--- config.mk ---
export PLATFORM = sky130hd
export DESIGN_NAME = scb_core
export DESIGN_NICKNAME = d
export VERILOG_FILES = /design/src/hdl/scb_pkg.sv /design/src/hdl/scb_core.sv
export VERILOG_INCLUDE_DIRS = /design/src /design/src/hdl
export SDC_FILE = /design/constraint.sdc
export NUM_CORES = 1
export LEC_CHECK = 0
export BUFFER_PORTS_ARGS = -buffer_cell sky130_fd_sc_hd__buf_4
export CORE_MARGIN = 1
export CORE_UTILIZATION = 60
export CTS_CLUSTER_DIAMETER = 150
export DETAILED_ROUTE_END_ITERATION = 10
export PLACE_DENSITY = 0.84
export SLEW_MARGIN = 20
export SYNTH_ARGS = -nofsm -noshare
export SYNTH_HDL_FRONTEND = slang
export SYNTH_SLANG_ARGS = --single-unit
--- constraint.sdc ---
create_clock -name clock -period 4.2 [get_ports clock]
set_input_delay 0.84 -clock clock [delete_from_list [all_inputs] [get_ports clock]]
set_output_delay 0.84 -clock clock [all_outputs]
set_load 0.01 [all_outputs]
--- src/hdl/scb_defines.svh ---
// Constants for the SDRAM command, mode and burst sequencer.
`ifndef SCB_DEFINES_SVH
`define SCB_DEFINES_SVH
`define SCB_MR_BL_LSB      0
`define SCB_MR_BL_MSB      2
`define SCB_MR_ORDER_BIT   3
`define SCB_MR_RL_LSB      4
`define SCB_MR_RL_MSB      6
`define SCB_MR_OPLO_BIT    7
`define SCB_MR_OPHI_BIT    8
`define SCB_MR_WBS_BIT     9
`define SCB_MR_RESET       12'h022
`define SCB_BL_1           3'h0
`define SCB_BL_2           3'h1
`define SCB_BL_4           3'h2
`define SCB_BL_8           3'h3
`define SCB_BL_PAGE        3'h7
`define SCB_RL_2           3'h2
`define SCB_RL_3           3'h3
`define SCB_MASK_LAT       2
`define SCB_PRE_SEL_BIT    10
`define SCB_COL_HI_BIT     11
`define SCB_ORG_X4         2'h0
`define SCB_ORG_X8         2'h1
`define SCB_ORG_X16        2'h2
`define SCB_PAGE_X4        11'h7ff
`define SCB_PAGE_X8        11'h3ff
`define SCB_PAGE_X16       11'h1ff
`define SCB_ROW_RESET      13'h0000
`endif

--- src/hdl/scb_pkg.sv ---
// Types for the SDRAM command, mode and burst sequencer.
package scb_pkg;
  typedef enum logic [3:0] {
    SCB_IDLE  = 4'b0001,
    SCB_READ  = 4'b0010,
    SCB_WRITE = 4'b0100,
    SCB_SELF  = 4'b1000
  } scb_state_e;
  typedef enum logic [3:0] {
    CMD_NOP = 4'h0, CMD_ACT = 4'h1, CMD_RD = 4'h2, CMD_WR = 4'h3,
    CMD_BST = 4'h4, CMD_PRE = 4'h5, CMD_REF = 4'h6, CMD_LMR = 4'h7,
    CMD_INH = 4'h8
  } scb_cmd_e;
endpackage : scb_pkg

--- src/hdl/scb_core.sv ---
// Command decoder, mode register and burst column sequencer of an SDRAM.
`timescale 1ns/1ns
`include "scb_defines.svh"
// What this block does
// - Normal mode only with both op bits zero
// - Write-burst bit makes writes single column
// - Sequential adds offset, interleaved XORs it
// - Upper column bits fix aligned block
// - Burst wraps inside its block
// - Full page wraps whole row, sequential only
// - Length one uses full column, ignores order
// - Read latency two or three clocks
// - Drive from n+m-1, valid at n+m
// - Activate decode opens row in bank
// - Read and write decode start bursts
// - Precharge and burst terminate decode
// - Refresh and load mode decode
// - Refresh with clock gate low means self refresh
// - Refresh uses internal row counter
// - Mode op-code from address 0 to 11
// - Activate takes row and bank
// - Column width depends on organisation
// - Auto precharge per command only
// - Precharge one bank or all
// - Mask: writes now, reads two clocks later
// - Deselect takes no command, work continues
// - Mode fields: length, order, latency
module scb_core (
  // Clock and reset.
  input  wire logic        clock,
  input  wire logic        arst_n,
  // Configuration.
  input  wire logic [1:0]  org_sel,
  // Command pins.
  input  wire logic        cs_n,
  input  wire logic        ras_n,
  input  wire logic        cas_n,
  input  wire logic        we_n,
  input  wire logic        cke,
  input  wire logic        bank_select_lo,
  input  wire logic        bank_select_hi,
  input  wire logic [12:0] addr,
  input  wire logic        dqm,
  // Array side.
  output logic             col_valid_ff,
  output logic             col_is_write_ff,
  output logic [10:0]      col_addr_ff,
  output logic [1:0]       col_bank_ff,
  output logic             wr_mask_ff,
  output logic             dq_oe_ff,
  output logic             rd_valid_ff,
  output logic [3:0]       bank_open_ff,
  output logic [12:0]      act_row_ff,
  output logic [12:0]      ref_row_ff,
  output logic             auto_pre_ff,
  output logic             self_refresh_ff,
  output logic [11:0]      mode_reg_ff,
  output logic             mode_bad_ff
);

  ////////////////////////////////////////////////////////////////////////////
  // Command decode.

  // One decoder for the live command pins.
  function automatic scb_pkg::scb_cmd_e dec_cmd(input logic cs, input logic r, input logic c, input logic w);
    if (cs) begin
      dec_cmd = scb_pkg::CMD_INH;
    end else begin
      case ({r, c, w})
        3'h7:    dec_cmd = scb_pkg::CMD_NOP;
        3'h3:    dec_cmd = scb_pkg::CMD_ACT;
        3'h5:    dec_cmd = scb_pkg::CMD_RD;
        3'h4:    dec_cmd = scb_pkg::CMD_WR;
        3'h6:    dec_cmd = scb_pkg::CMD_BST;
        3'h2:    dec_cmd = scb_pkg::CMD_PRE;
        3'h1:    dec_cmd = scb_pkg::CMD_REF;
        default: dec_cmd = scb_pkg::CMD_LMR;
      endcase
    end
  endfunction : dec_cmd

  scb_pkg::scb_state_e state_ff;
  scb_pkg::scb_state_e nxt_state;
  scb_pkg::scb_cmd_e   cmd;
  wire logic           in_self;
  wire logic [1:0]     bank_in;

  // Deselect decodes to inhibit, so nothing new starts but bursts run on.
  // deselect inhibits commands
  assign cmd     = dec_cmd(cs_n, ras_n, cas_n, we_n);
  assign in_self = (state_ff == scb_pkg::SCB_SELF);
  assign bank_in = {bank_select_hi, bank_select_lo};

  wire logic is_act = !in_self && cke && (cmd == scb_pkg::CMD_ACT);
  wire logic is_rd  = !in_self && cke && (cmd == scb_pkg::CMD_RD);
  wire logic is_wr  = !in_self && cke && (cmd == scb_pkg::CMD_WR);
  wire logic is_bst = !in_self && cke && (cmd == scb_pkg::CMD_BST);
  wire logic is_pre = !in_self && cke && (cmd == scb_pkg::CMD_PRE);
  wire logic is_lmr = !in_self && cke && (cmd == scb_pkg::CMD_LMR);
  wire logic is_aref = !in_self && cke && (cmd == scb_pkg::CMD_REF);
  wire logic is_sref = !in_self && !cke && (cmd == scb_pkg::CMD_REF);

  ////////////////////////////////////////////////////////////////////////////
  // Mode register fields.

  wire logic [2:0] bl_code  = mode_reg_ff[`SCB_MR_BL_MSB:`SCB_MR_BL_LSB];
  wire logic [2:0] rl_code  = mode_reg_ff[`SCB_MR_RL_MSB:`SCB_MR_RL_LSB];
  wire logic       burst_order_bit    = mode_reg_ff[`SCB_MR_ORDER_BIT];
  wire logic       op_mode_bit_lo     = mode_reg_ff[`SCB_MR_OPLO_BIT];
  wire logic       op_mode_bit_hi     = mode_reg_ff[`SCB_MR_OPHI_BIT];
  wire logic       write_burst_select = mode_reg_ff[`SCB_MR_WBS_BIT];

  wire logic bl_ok = (bl_code <= `SCB_BL_8) || (bl_code == `SCB_BL_PAGE);
  wire logic rl_ok = (rl_code == `SCB_RL_2) || (rl_code == `SCB_RL_3);
  wire logic op_ok = !op_mode_bit_lo && !op_mode_bit_hi;
  // Reserved burst codes fall back to length one so ordering stays defined.
  wire logic [2:0] bl_eff = bl_ok ? bl_code : `SCB_BL_1;
  wire logic       rl3 = (rl_code == `SCB_RL_3);

  ////////////////////////////////////////////////////////////////////////////
  // Column capture and offset mask.

  wire logic [10:0] page_mask = (org_sel == `SCB_ORG_X4) ? `SCB_PAGE_X4 :
                                (org_sel == `SCB_ORG_X8) ? `SCB_PAGE_X8 : `SCB_PAGE_X16;
  wire logic [10:0] col_in = {addr[`SCB_COL_HI_BIT], addr[9:0]} & page_mask;

  wire logic [2:0] bl_cmd = (is_wr && write_burst_select) ? `SCB_BL_1 : bl_eff;
  wire logic       page_cmd = (bl_cmd == `SCB_BL_PAGE);
  wire logic [10:0] off_mask = page_cmd ? page_mask : {8'h00, (3'h1 << bl_cmd) - 3'h1};
  wire logic [10:0] beats    = page_cmd ? page_mask : {8'h00, (3'h1 << bl_cmd) - 3'h1};

  ////////////////////////////////////////////////////////////////////////////
  // Burst sequencer state.

  logic [10:0] base_ff;
  logic [10:0] start_ff;
  logic [10:0] mask_ff;
  logic [10:0] idx_ff;
  logic [10:0] left_ff;
  logic        inter_ff;
  logic        page_ff;
  logic        rd_pipe_ff;
  logic        dqm_pipe_ff;

  wire logic burst_on = (state_ff == scb_pkg::SCB_READ) || (state_ff == scb_pkg::SCB_WRITE);
  wire logic burst_end = burst_on && (left_ff == 11'h000);
  wire logic [10:0] idx_nxt = (idx_ff + 11'h001) & mask_ff;

  wire logic [10:0] off_seq = (start_ff + idx_ff) & mask_ff;
  wire logic [10:0] off_int = (start_ff ^ idx_ff) & mask_ff;
  wire logic [10:0] cur_col = base_ff | ((inter_ff && !page_ff) ? off_int : off_seq);

  // New read or write restarts the burst; terminate or end closes it.
  always_comb begin
    nxt_state = state_ff;
    case (state_ff)
      scb_pkg::SCB_SELF:  nxt_state = cke ? scb_pkg::SCB_IDLE : scb_pkg::SCB_SELF;
      default: begin
        if (is_sref)
          nxt_state = scb_pkg::SCB_SELF;
        else if (is_rd)
          nxt_state = scb_pkg::SCB_READ;
        else if (is_wr)
          nxt_state = scb_pkg::SCB_WRITE;
        else if (is_bst || burst_end)
          nxt_state = scb_pkg::SCB_IDLE;
      end
    endcase
  end

  // Burst registers.
  always_ff @(posedge clock or negedge arst_n) begin
    if (!arst_n) begin
      state_ff <= scb_pkg::SCB_IDLE;
      base_ff  <= 11'h000;
      start_ff <= 11'h000;
      mask_ff  <= 11'h000;
      idx_ff   <= 11'h000;
      left_ff  <= 11'h000;
      inter_ff <= 1'b0;
      page_ff  <= 1'b0;
    end else begin
      state_ff <= nxt_state;
      if (is_rd || is_wr) begin
        base_ff  <= col_in & ~off_mask;
        start_ff <= col_in & off_mask;
        mask_ff  <= off_mask;
        idx_ff   <= 11'h000;
        left_ff  <= beats;
        inter_ff <= burst_order_bit && (bl_cmd != `SCB_BL_1);
        page_ff  <= page_cmd;
      end else if (burst_on) begin
        idx_ff  <= idx_nxt;
        left_ff <= left_ff - 11'h001;
      end
    end
  end

  // Column strobe out, one per cycle while a burst runs in normal operating mode.
  always_ff @(posedge clock or negedge arst_n) begin
    if (!arst_n) begin
      col_valid_ff    <= 1'b0;
      col_is_write_ff <= 1'b0;
      col_addr_ff     <= 11'h000;
    end else begin
      col_valid_ff    <= burst_on && !is_bst && op_ok;
      col_is_write_ff <= (state_ff == scb_pkg::SCB_WRITE);
      col_addr_ff     <= cur_col;
    end
  end

  ////////////////////////////////////////////////////////////////////////////
  // Read latency and byte mask pipeline.

  // The read state already lags one edge, so latency two drives at n+1.
  // output enable from n+m-1
  wire logic rd_beat = (state_ff == scb_pkg::SCB_READ) && !is_bst;
  wire logic rd_tap  = rl3 ? rd_pipe_ff : rd_beat;
  // The enable leads its data by one edge, so one mask stage gives the two-clock mask latency.
  always_ff @(posedge clock or negedge arst_n) begin
    if (!arst_n) begin
      rd_pipe_ff  <= 1'b0;
      dqm_pipe_ff <= 1'b1;
      dq_oe_ff    <= 1'b0;
      rd_valid_ff <= 1'b0;
      wr_mask_ff  <= 1'b1;
    end else begin
      rd_pipe_ff  <= rd_beat;
      dqm_pipe_ff <= dqm;
      dq_oe_ff    <= rd_tap && !dqm_pipe_ff;
      rd_valid_ff <= dq_oe_ff;
      // Write mask applies to the beat of the same clock.
      wr_mask_ff  <= dqm;
    end
  end

  ////////////////////////////////////////////////////////////////////////////
  // Banks, rows, refresh and mode register.

  always_ff @(posedge clock or negedge arst_n) begin
    if (!arst_n) begin
      bank_open_ff    <= 4'h0;
      act_row_ff      <= `SCB_ROW_RESET;
      ref_row_ff      <= `SCB_ROW_RESET;
      col_bank_ff     <= 2'h0;
      auto_pre_ff     <= 1'b0;
      self_refresh_ff <= 1'b0;
      mode_reg_ff     <= `SCB_MR_RESET;
      mode_bad_ff     <= 1'b0;
    end else begin
      self_refresh_ff <= (nxt_state == scb_pkg::SCB_SELF);
      mode_bad_ff     <= !(bl_ok && rl_ok && op_ok);
      if (is_act) begin
        bank_open_ff[bank_in] <= 1'b1;
        act_row_ff            <= addr;
      end
      if (is_pre) begin
        if (addr[`SCB_PRE_SEL_BIT])
          bank_open_ff <= 4'h0;
        else
          bank_open_ff[bank_in] <= 1'b0;
      end
      if (is_rd || is_wr) begin
        col_bank_ff <= bank_in;
        auto_pre_ff <= addr[`SCB_PRE_SEL_BIT] && !page_cmd;
      end
      if (is_aref || is_sref)
        ref_row_ff <= ref_row_ff + 13'h0001;
      if (is_lmr)
        mode_reg_ff <= addr[11:0];
    end
  end

  ////////////////////////////////////////////////////////////////////////////
  // Checks.

  a_inhibit_holds: assert property (@(posedge clock) disable iff (!arst_n)
    cs_n |=> (mode_reg_ff == $past(mode_reg_ff)) && (bank_open_ff == $past(bank_open_ff)))
    else $error("deselect changed state");
  a_lmr_loads: assert property (@(posedge clock) disable iff (!arst_n)
    is_lmr |=> mode_reg_ff == $past(addr[11:0]))
    else $error("mode load wrong");
  a_pre_all: assert property (@(posedge clock) disable iff (!arst_n)
    (is_pre && addr[`SCB_PRE_SEL_BIT] && !is_act) |=> bank_open_ff == 4'h0)
    else $error("precharge all failed");
  a_act_opens: assert property (@(posedge clock) disable iff (!arst_n)
    (is_act && !is_pre) |=> bank_open_ff[$past(bank_in)])
    else $error("activate did not open");
  a_single_write: assert property (@(posedge clock) disable iff (!arst_n)
    (is_wr && write_burst_select) |=> left_ff == 11'h000)
    else $error("write not single");
  a_col_in_block: assert property (@(posedge clock) disable iff (!arst_n)
    (col_valid_ff && $past(col_valid_ff) && !$past(is_rd, 2) && !$past(is_wr, 2))
      |-> ((col_addr_ff & ~$past(mask_ff)) == ($past(col_addr_ff) & ~$past(mask_ff))))
    else $error("burst left block");
  a_sref_enter: assert property (@(posedge clock) disable iff (!arst_n)
    is_sref |=> self_refresh_ff)
    else $error("self refresh missed");
  a_ref_count: assert property (@(posedge clock) disable iff (!arst_n)
    is_aref |=> ref_row_ff == $past(ref_row_ff) + 13'h0001)
    else $error("refresh row stuck");
  a_rd_lat2: assert property (@(posedge clock) disable iff (!arst_n)
    (rd_beat && !rl3 && !dqm_pipe_ff) |=> dq_oe_ff)
    else $error("latency two enable late");

endmodule : scb_core

## After elaboration in Yosys (flattened, before gate mapping)

Cells that the tools add are included.

| word-level totals | value |
|---|---|
| flip-flop bits (word level) | 125 |
| logic and storage cells | 133 |
| latch bits | 0 |
| output and inout port bits | 63 |
| bits in read-only memories | 0 |
| bits in writable memories | 0 |
| memories kept | 0 |

| operators by class | value |
|---|---|
| multiplexer cells | 24 |
| reduce and logical (&&, ||, !) cells | 42 |
| $add $sub $neg | 5 |
| $lt $le $gt $ge | 3 |
| multipliers | 0 |
| bitwise gates (word level) | 12 |
| divide/modulo/power cells | 0 |
| eq/ne operators | 23 |
| shift operators | 1 |

Operators with widths:

| kind | number |
|---|---|
| $mux 11 | 7 |
| $and 11x11->11 | 6 |
| $mux 4 | 10 |
| $logic_and 1x1->1 | 23 |
| $pmux 3 s7 | 1 |
| $eq 4x3->1 const B | 5 |
| $eq 3x3->1 const B | 6 |
| $add 13x1->13 const B | 1 |
| $eq 3x2->1 const B | 4 |
| $eq 4x2->1 const B | 3 |
| $add 11x1->11 const B | 1 |
| $add 11x11->11 | 1 |
| $logic_not 11->1 | 1 |
| $not 11->11 | 1 |
| $or 11x11->11 | 1 |
| $sub 11x1->11 const B | 1 |
| $xor 11x11->11 | 1 |
| $mux 10 | 1 |
| $logic_not 1->1 | 9 |
| $eq 4x4->1 const B | 2 |
| $logic_or 1x1->1 | 6 |
| $mux 3 | 2 |
| $and 4x4->4 | 1 |
| $eq 4x1->1 const B | 1 |
| other kinds (14) | 15 |

## Depth between registers and ports, before layout

| logic depth | value |
|---|---|
| depth in word-level cells | 12 |
| mapped depth | 9 |
| depth with buffers taken out | 8 |

## Worst setup path after synthesis

Ideal clock, no wire load.

| timing path | value |
|---|---|
| kind | input -> register |
| start point | input port cas_n |
| end point | register mask_ff[2] |
| stages | 8 |
| library setup time | 0.136 ns |
| data arrival time | 2.328 ns |
| required time | 4.064 ns |
| slack | 1.736 ns |
| cells stage by stage | and4bb_2 > nand2_4 > nor2_1 > or4b_1 > ha_1 > xnor2_1 > and2_4 > a21oi_1 |

| between the ends | value |
|---|---|
| word-level cells in the longest chain between the ends | 10 |

RTL lines:

| element | line | text |
|---|---|---|
| from (decl) | scb_core.sv:37 | `input wire logic cas_n,` |
| $eq 3x1->1, or another cell as far along | scb_core.sv:69 | `case ({r, c, w})` |
| $pmux 3 s7 * | scb_core.sv:69 |  |
| $mux 4 * | scb_core.sv:66 | `if (cs) begin` |
| $eq 4x2->1 | scb_core.sv:96 | `wire logic is_wr = !in_self && cke && (cmd == scb_pkg::CMD_WR);` |
| $logic_and 1x1->1 | scb_core.sv:96 |  |
| $logic_and 1x1->1 | scb_core.sv:127 | `` wire logic [2:0] bl_cmd = (is_wr && write_burst_select) ? `SCB_BL_1 : bl_eff; `` |
| $mux 3 | scb_core.sv:127 |  |
| $shl 1x3->3 | scb_core.sv:129 | `wire logic [10:0] off_mask = page_cmd ? page_mask : {8'h00, (3'h1 << bl_cmd) - 3'h1};` |
| $sub 3x1->3 | scb_core.sv:129 |  |
| $mux 11 | scb_core.sv:129 |  |
| to (signal assigned) | scb_core.sv:187 | `mask_ff <= off_mask;` |
| to (decl) | scb_core.sv:137 | `logic [10:0] mask_ff;` |

Mark *: on every way between the ends. The rest lies on a longest branch, timed or not.
A chain may end at the register's enable or synchronous reset.

## Final worst setup path

| timing path | value |
|---|---|
| start point | register state_ff[1] |
| end point | register mask_ff[2] |

| between the ends | value |
|---|---|
| word-level cells in the longest chain between the ends | 9 |

RTL lines:

| element | line | text |
|---|---|---|
| from (decl) | scb_core.sv:82 | `scb_pkg::scb_state_e state_ff;` |
| from (signal assigned) | scb_core.sv:174 | `state_ff <= scb_pkg::SCB_IDLE;` |
| from (signal assigned) | scb_core.sv:183 | `state_ff <= nxt_state;` |
| $eq 4x4->1 * | scb_core.sv:91 | `assign in_self = (state_ff == scb_pkg::SCB_SELF);` |
| $logic_not 1->1 * | scb_core.sv:95, scb_core.sv:96 |  |
| $logic_and 1x1->1 * | scb_core.sv:95, scb_core.sv:96 |  |
| $logic_and 1x1->1 | scb_core.sv:96 |  |
| $logic_and 1x1->1 | scb_core.sv:127 |  |
| $mux 3 | scb_core.sv:127 |  |
| $shl 1x3->3 | scb_core.sv:129 |  |
| $sub 3x1->3 | scb_core.sv:129 |  |
| $mux 11 | scb_core.sv:129 |  |

Marks and branches as above.

==> flow_metrics.env <==
export IMPL_period_needed_ps=3090
export IMPL_drc=0
export IMPL_tns_ps=0
export IMPL_maxSlewHeadroom=0.419
export IMPL_nets=636
export IMPL_mostFrequentLayoutCell="dfrtp_1"
export IMPL_min_period_over_period=0.735
export IMPL_syn_to_final_growth_pct=22.8
export IMPL_cts_inserted_buffers=17
export IMPL_cts_setup_buffers=0
export IMPL_min_path_type="input port to async pin"
export IMPL_antenna_found_initial=0
export IMPL_vias=4380
export IMPL_drtIter0Drc=276
export IMPL_r2r_start="state_ff[1]$_DFF_PN0_"
export IMPL_rsz0062_at_grt="no"
export IMPL_h_tree_depth=4
export IMPL_grt_met3_usage=0.0866
export IMPL_dpl_hpwl_mm=9.03
export IMPL_drt_total_wl_mm=13.4
export IMPL_ant_nets=0
export IMPL_grt_pass1_wl_mm=22.0
export IMPL_path_max_fanout=50
export IMPL_ys_seq_area_frac=0.536
export IMPL_total_power_w=0.00424
export IMPL_boundaryPins=88
export IMPL_die_area_um2=9660
export IMPL_synth_edf_count=0
export IMPL_yosysWarningCount=0
export IMPL_dieHeight_um=98.3
export IMPL_status="complete, no violations"
export IMPL_insertion_delay_ps=520
export IMPL_met2_usage=0.480
export IMPL_fin_util=0.772
export IMPL_start_util=0.629
export IMPL_avgViaCountPerCell=6.11
export IMPL_avgSynthCellArea_um2=11.1
export IMPL_leakage_nw=3.31
export IMPL_die_w_um=98.3
export IMPL_grt_max_degree=82
export IMPL_fmaxAchievable_mhz=324
export IMPL_finalHoldViolCount=0
export IMPL_num_antenna_cells=0
export IMPL_drive_gt1_frac=0.274
export IMPL_port_buffers=87
export IMPL_async_flop_share=1.00
export IMPL_drv_cap=0
export IMPL_final_cell_mix="115 x dfrtp_1, 91 x buf_4, 53 x nand2_1"
export IMPL_crit_type="flop to flop"
export IMPL_ctsHoldBuffers=0
export IMPL_synth_area_leader_cell="dfrtp_1"
export IMPL_wl_per_cell_um=18.7
export IMPL_rr_worst_depth=8
export IMPL_grt_busiest_layer="met2"
export IMPL_yosys_area_top_type_share=0.517
export IMPL_clock_skew_ps=9.94
export IMPL_synth_distinct_cells=70
export IMPL_cts_resized=0
export IMPL_cts_sinks=119
export IMPL_power_density_nw_per_um2=620
export IMPL_n_fill_cell=535
export IMPL_core_area_um2=8850
export IMPL_r2r_end="mask_ff[2]$_DFFE_PN0N_"
export IMPL_num_rows=34
export IMPL_yosys_register_bits=119
export IMPL_multi_input_area_um2=2450
export IMPL_required_ps=4580
export IMPL_worstPathArrival_ps=3470
export IMPL_place_gp_congestion=0.865
export IMPL_gr_total_overflow=0
export IMPL_setup_viol=0
export IMPL_cts_tree="done"
export IMPL_clk_pin_slew_worst_paths_ps=60
export IMPL_endpoint_kind="flop"
export IMPL_use_met1=0.373
export IMPL_start_kind="flop"
export IMPL_netlist_area_um2=5560
export IMPL_r2r_setup_slack_ps=1110
export IMPL_synthFlopType="dfrtp_1"
export IMPL_cts_buffer_depth=2
export IMPL_seqCellArea_um2=2980
export IMPL_synthTopCellsByArea="dfrtp_1 52%, mux2_2 4.9%, nand2_1 3.6%"
export IMPL_worstMarginPinSlew_ps=865
export IMPL_placedCellCount=685
export IMPL_layoutNonFillerInstCount=717
export IMPL_global_route_usage_total=0.297
export IMPL_drt_pre_antenna_iters=7
export IMPL_grt_pass1_vias=4450
export IMPL_netlist_instances=503
export IMPL_root_buffer="clkbuf_8"
export IMPL_vdd_drop_max_v=0.000438
export IMPL_synth_net_count=543
export IMPL_slew_violations=0
export IMPL_worst_hold_slack_ps=333
-- stage by stage --
step / cell area, um2 / setup slack (ps)
after floorplan: 5560 / 1740
after global placement: 6300 / 1120
after detailed placement: 6300 / 1020
after CTS: 6830 / 1110
after global routing: 6830 / 959
final: 6830 / 1110
-- power by group --
part	switching, W	internal, W
Clock	0.000560	0.000734
Combinational	0.000570	0.000601
Sequential	0.000286	0.00149
Total	0.00142	0.00282
-- sequential cells by signal, summed over array words and instances (netlist names), 2 cells and up --
signal	cells
act_row_ff	13
bank_open_ff	4
base_ff	11
col_addr_ff	11
col_bank_ff	2
idx_ff	11
left_ff	11
mask_ff	6
mode_reg_ff	12
ref_row_ff	13
start_ff	11
state_ff	4
-- how the worst max path moves through the flow --
stage                                     start  slack [ps]                     end  cells past startpoint
after CTS                 state_ff[1]$_DFF_PN0_        1110  mask_ff[2]$_DFFE_PN0N_                      8
after global placement                      cke        1120  mask_ff[2]$_DFFE_PN0N_                      9
final                     state_ff[1]$_DFF_PN0_        1110  mask_ff[2]$_DFFE_PN0N_                      8
after global routing      state_ff[1]$_DFF_PN0_         960  mask_ff[2]$_DFFE_PN0N_                      8
after detailed placement                  ras_n        1020  left_ff[2]$_DFFE_PN0P_                      9
after floorplan                           cas_n        1740  mask_ff[2]$_DFFE_PN0N_                      8
-- final cells by class --
class | instances | share of cell area
Timing Repair Buffer | 92 | 0.102
Clock buffer | 17 | 0.0606
Clock inverter | 15 | 0.0172
Inverter | 10 | 0.00549
Multi-Input combinational cell | 356 | 0.359
Tap cell | 108 | 0.0198
Sequential cell | 119 | 0.437
-- cell usage after synthesis (6+ instances only) --
library cell and count:
xor2_1 9, mux2_2 24, a22o_1 18, nor2_1 29, nand2_1 53, ha_1 14, nor2b_1 6, a21o_1 15
o21ai_0 28, xnor2_1 19, clkbuf_1 7, nor3_1 11, buf_2 7, inv_1 10, nand3_1 18, a21oi_1 29
dfrtp_1 115
-- logic make-up after synthesis --
group           synth area share
compound gates             0.150
mux                       0.0544
buf+inv                   0.0245
fa+ha+maj                 0.0351
flops                      0.536
simple gates               0.156
xor+xnor                  0.0441
-- per-layer routing --
layer | routed length (um) | part of all wire
met5 | 0 | 0
met4 | 387 | 0.029
met3 | 837 | 0.062
met2 | 6560 | 0.49
met1 | 5610 | 0.42
-- critical path, stage by stage, from the launching register on --
cell     delay, ps
dfrtp_1        420
or4b_4         670
nand2_4        440
nor2_1         190
or4b_1         520
ha_1           220
xnor2_1        210
and2_4         190
a21oi_1         60
(Power assumes the default switching activity.)
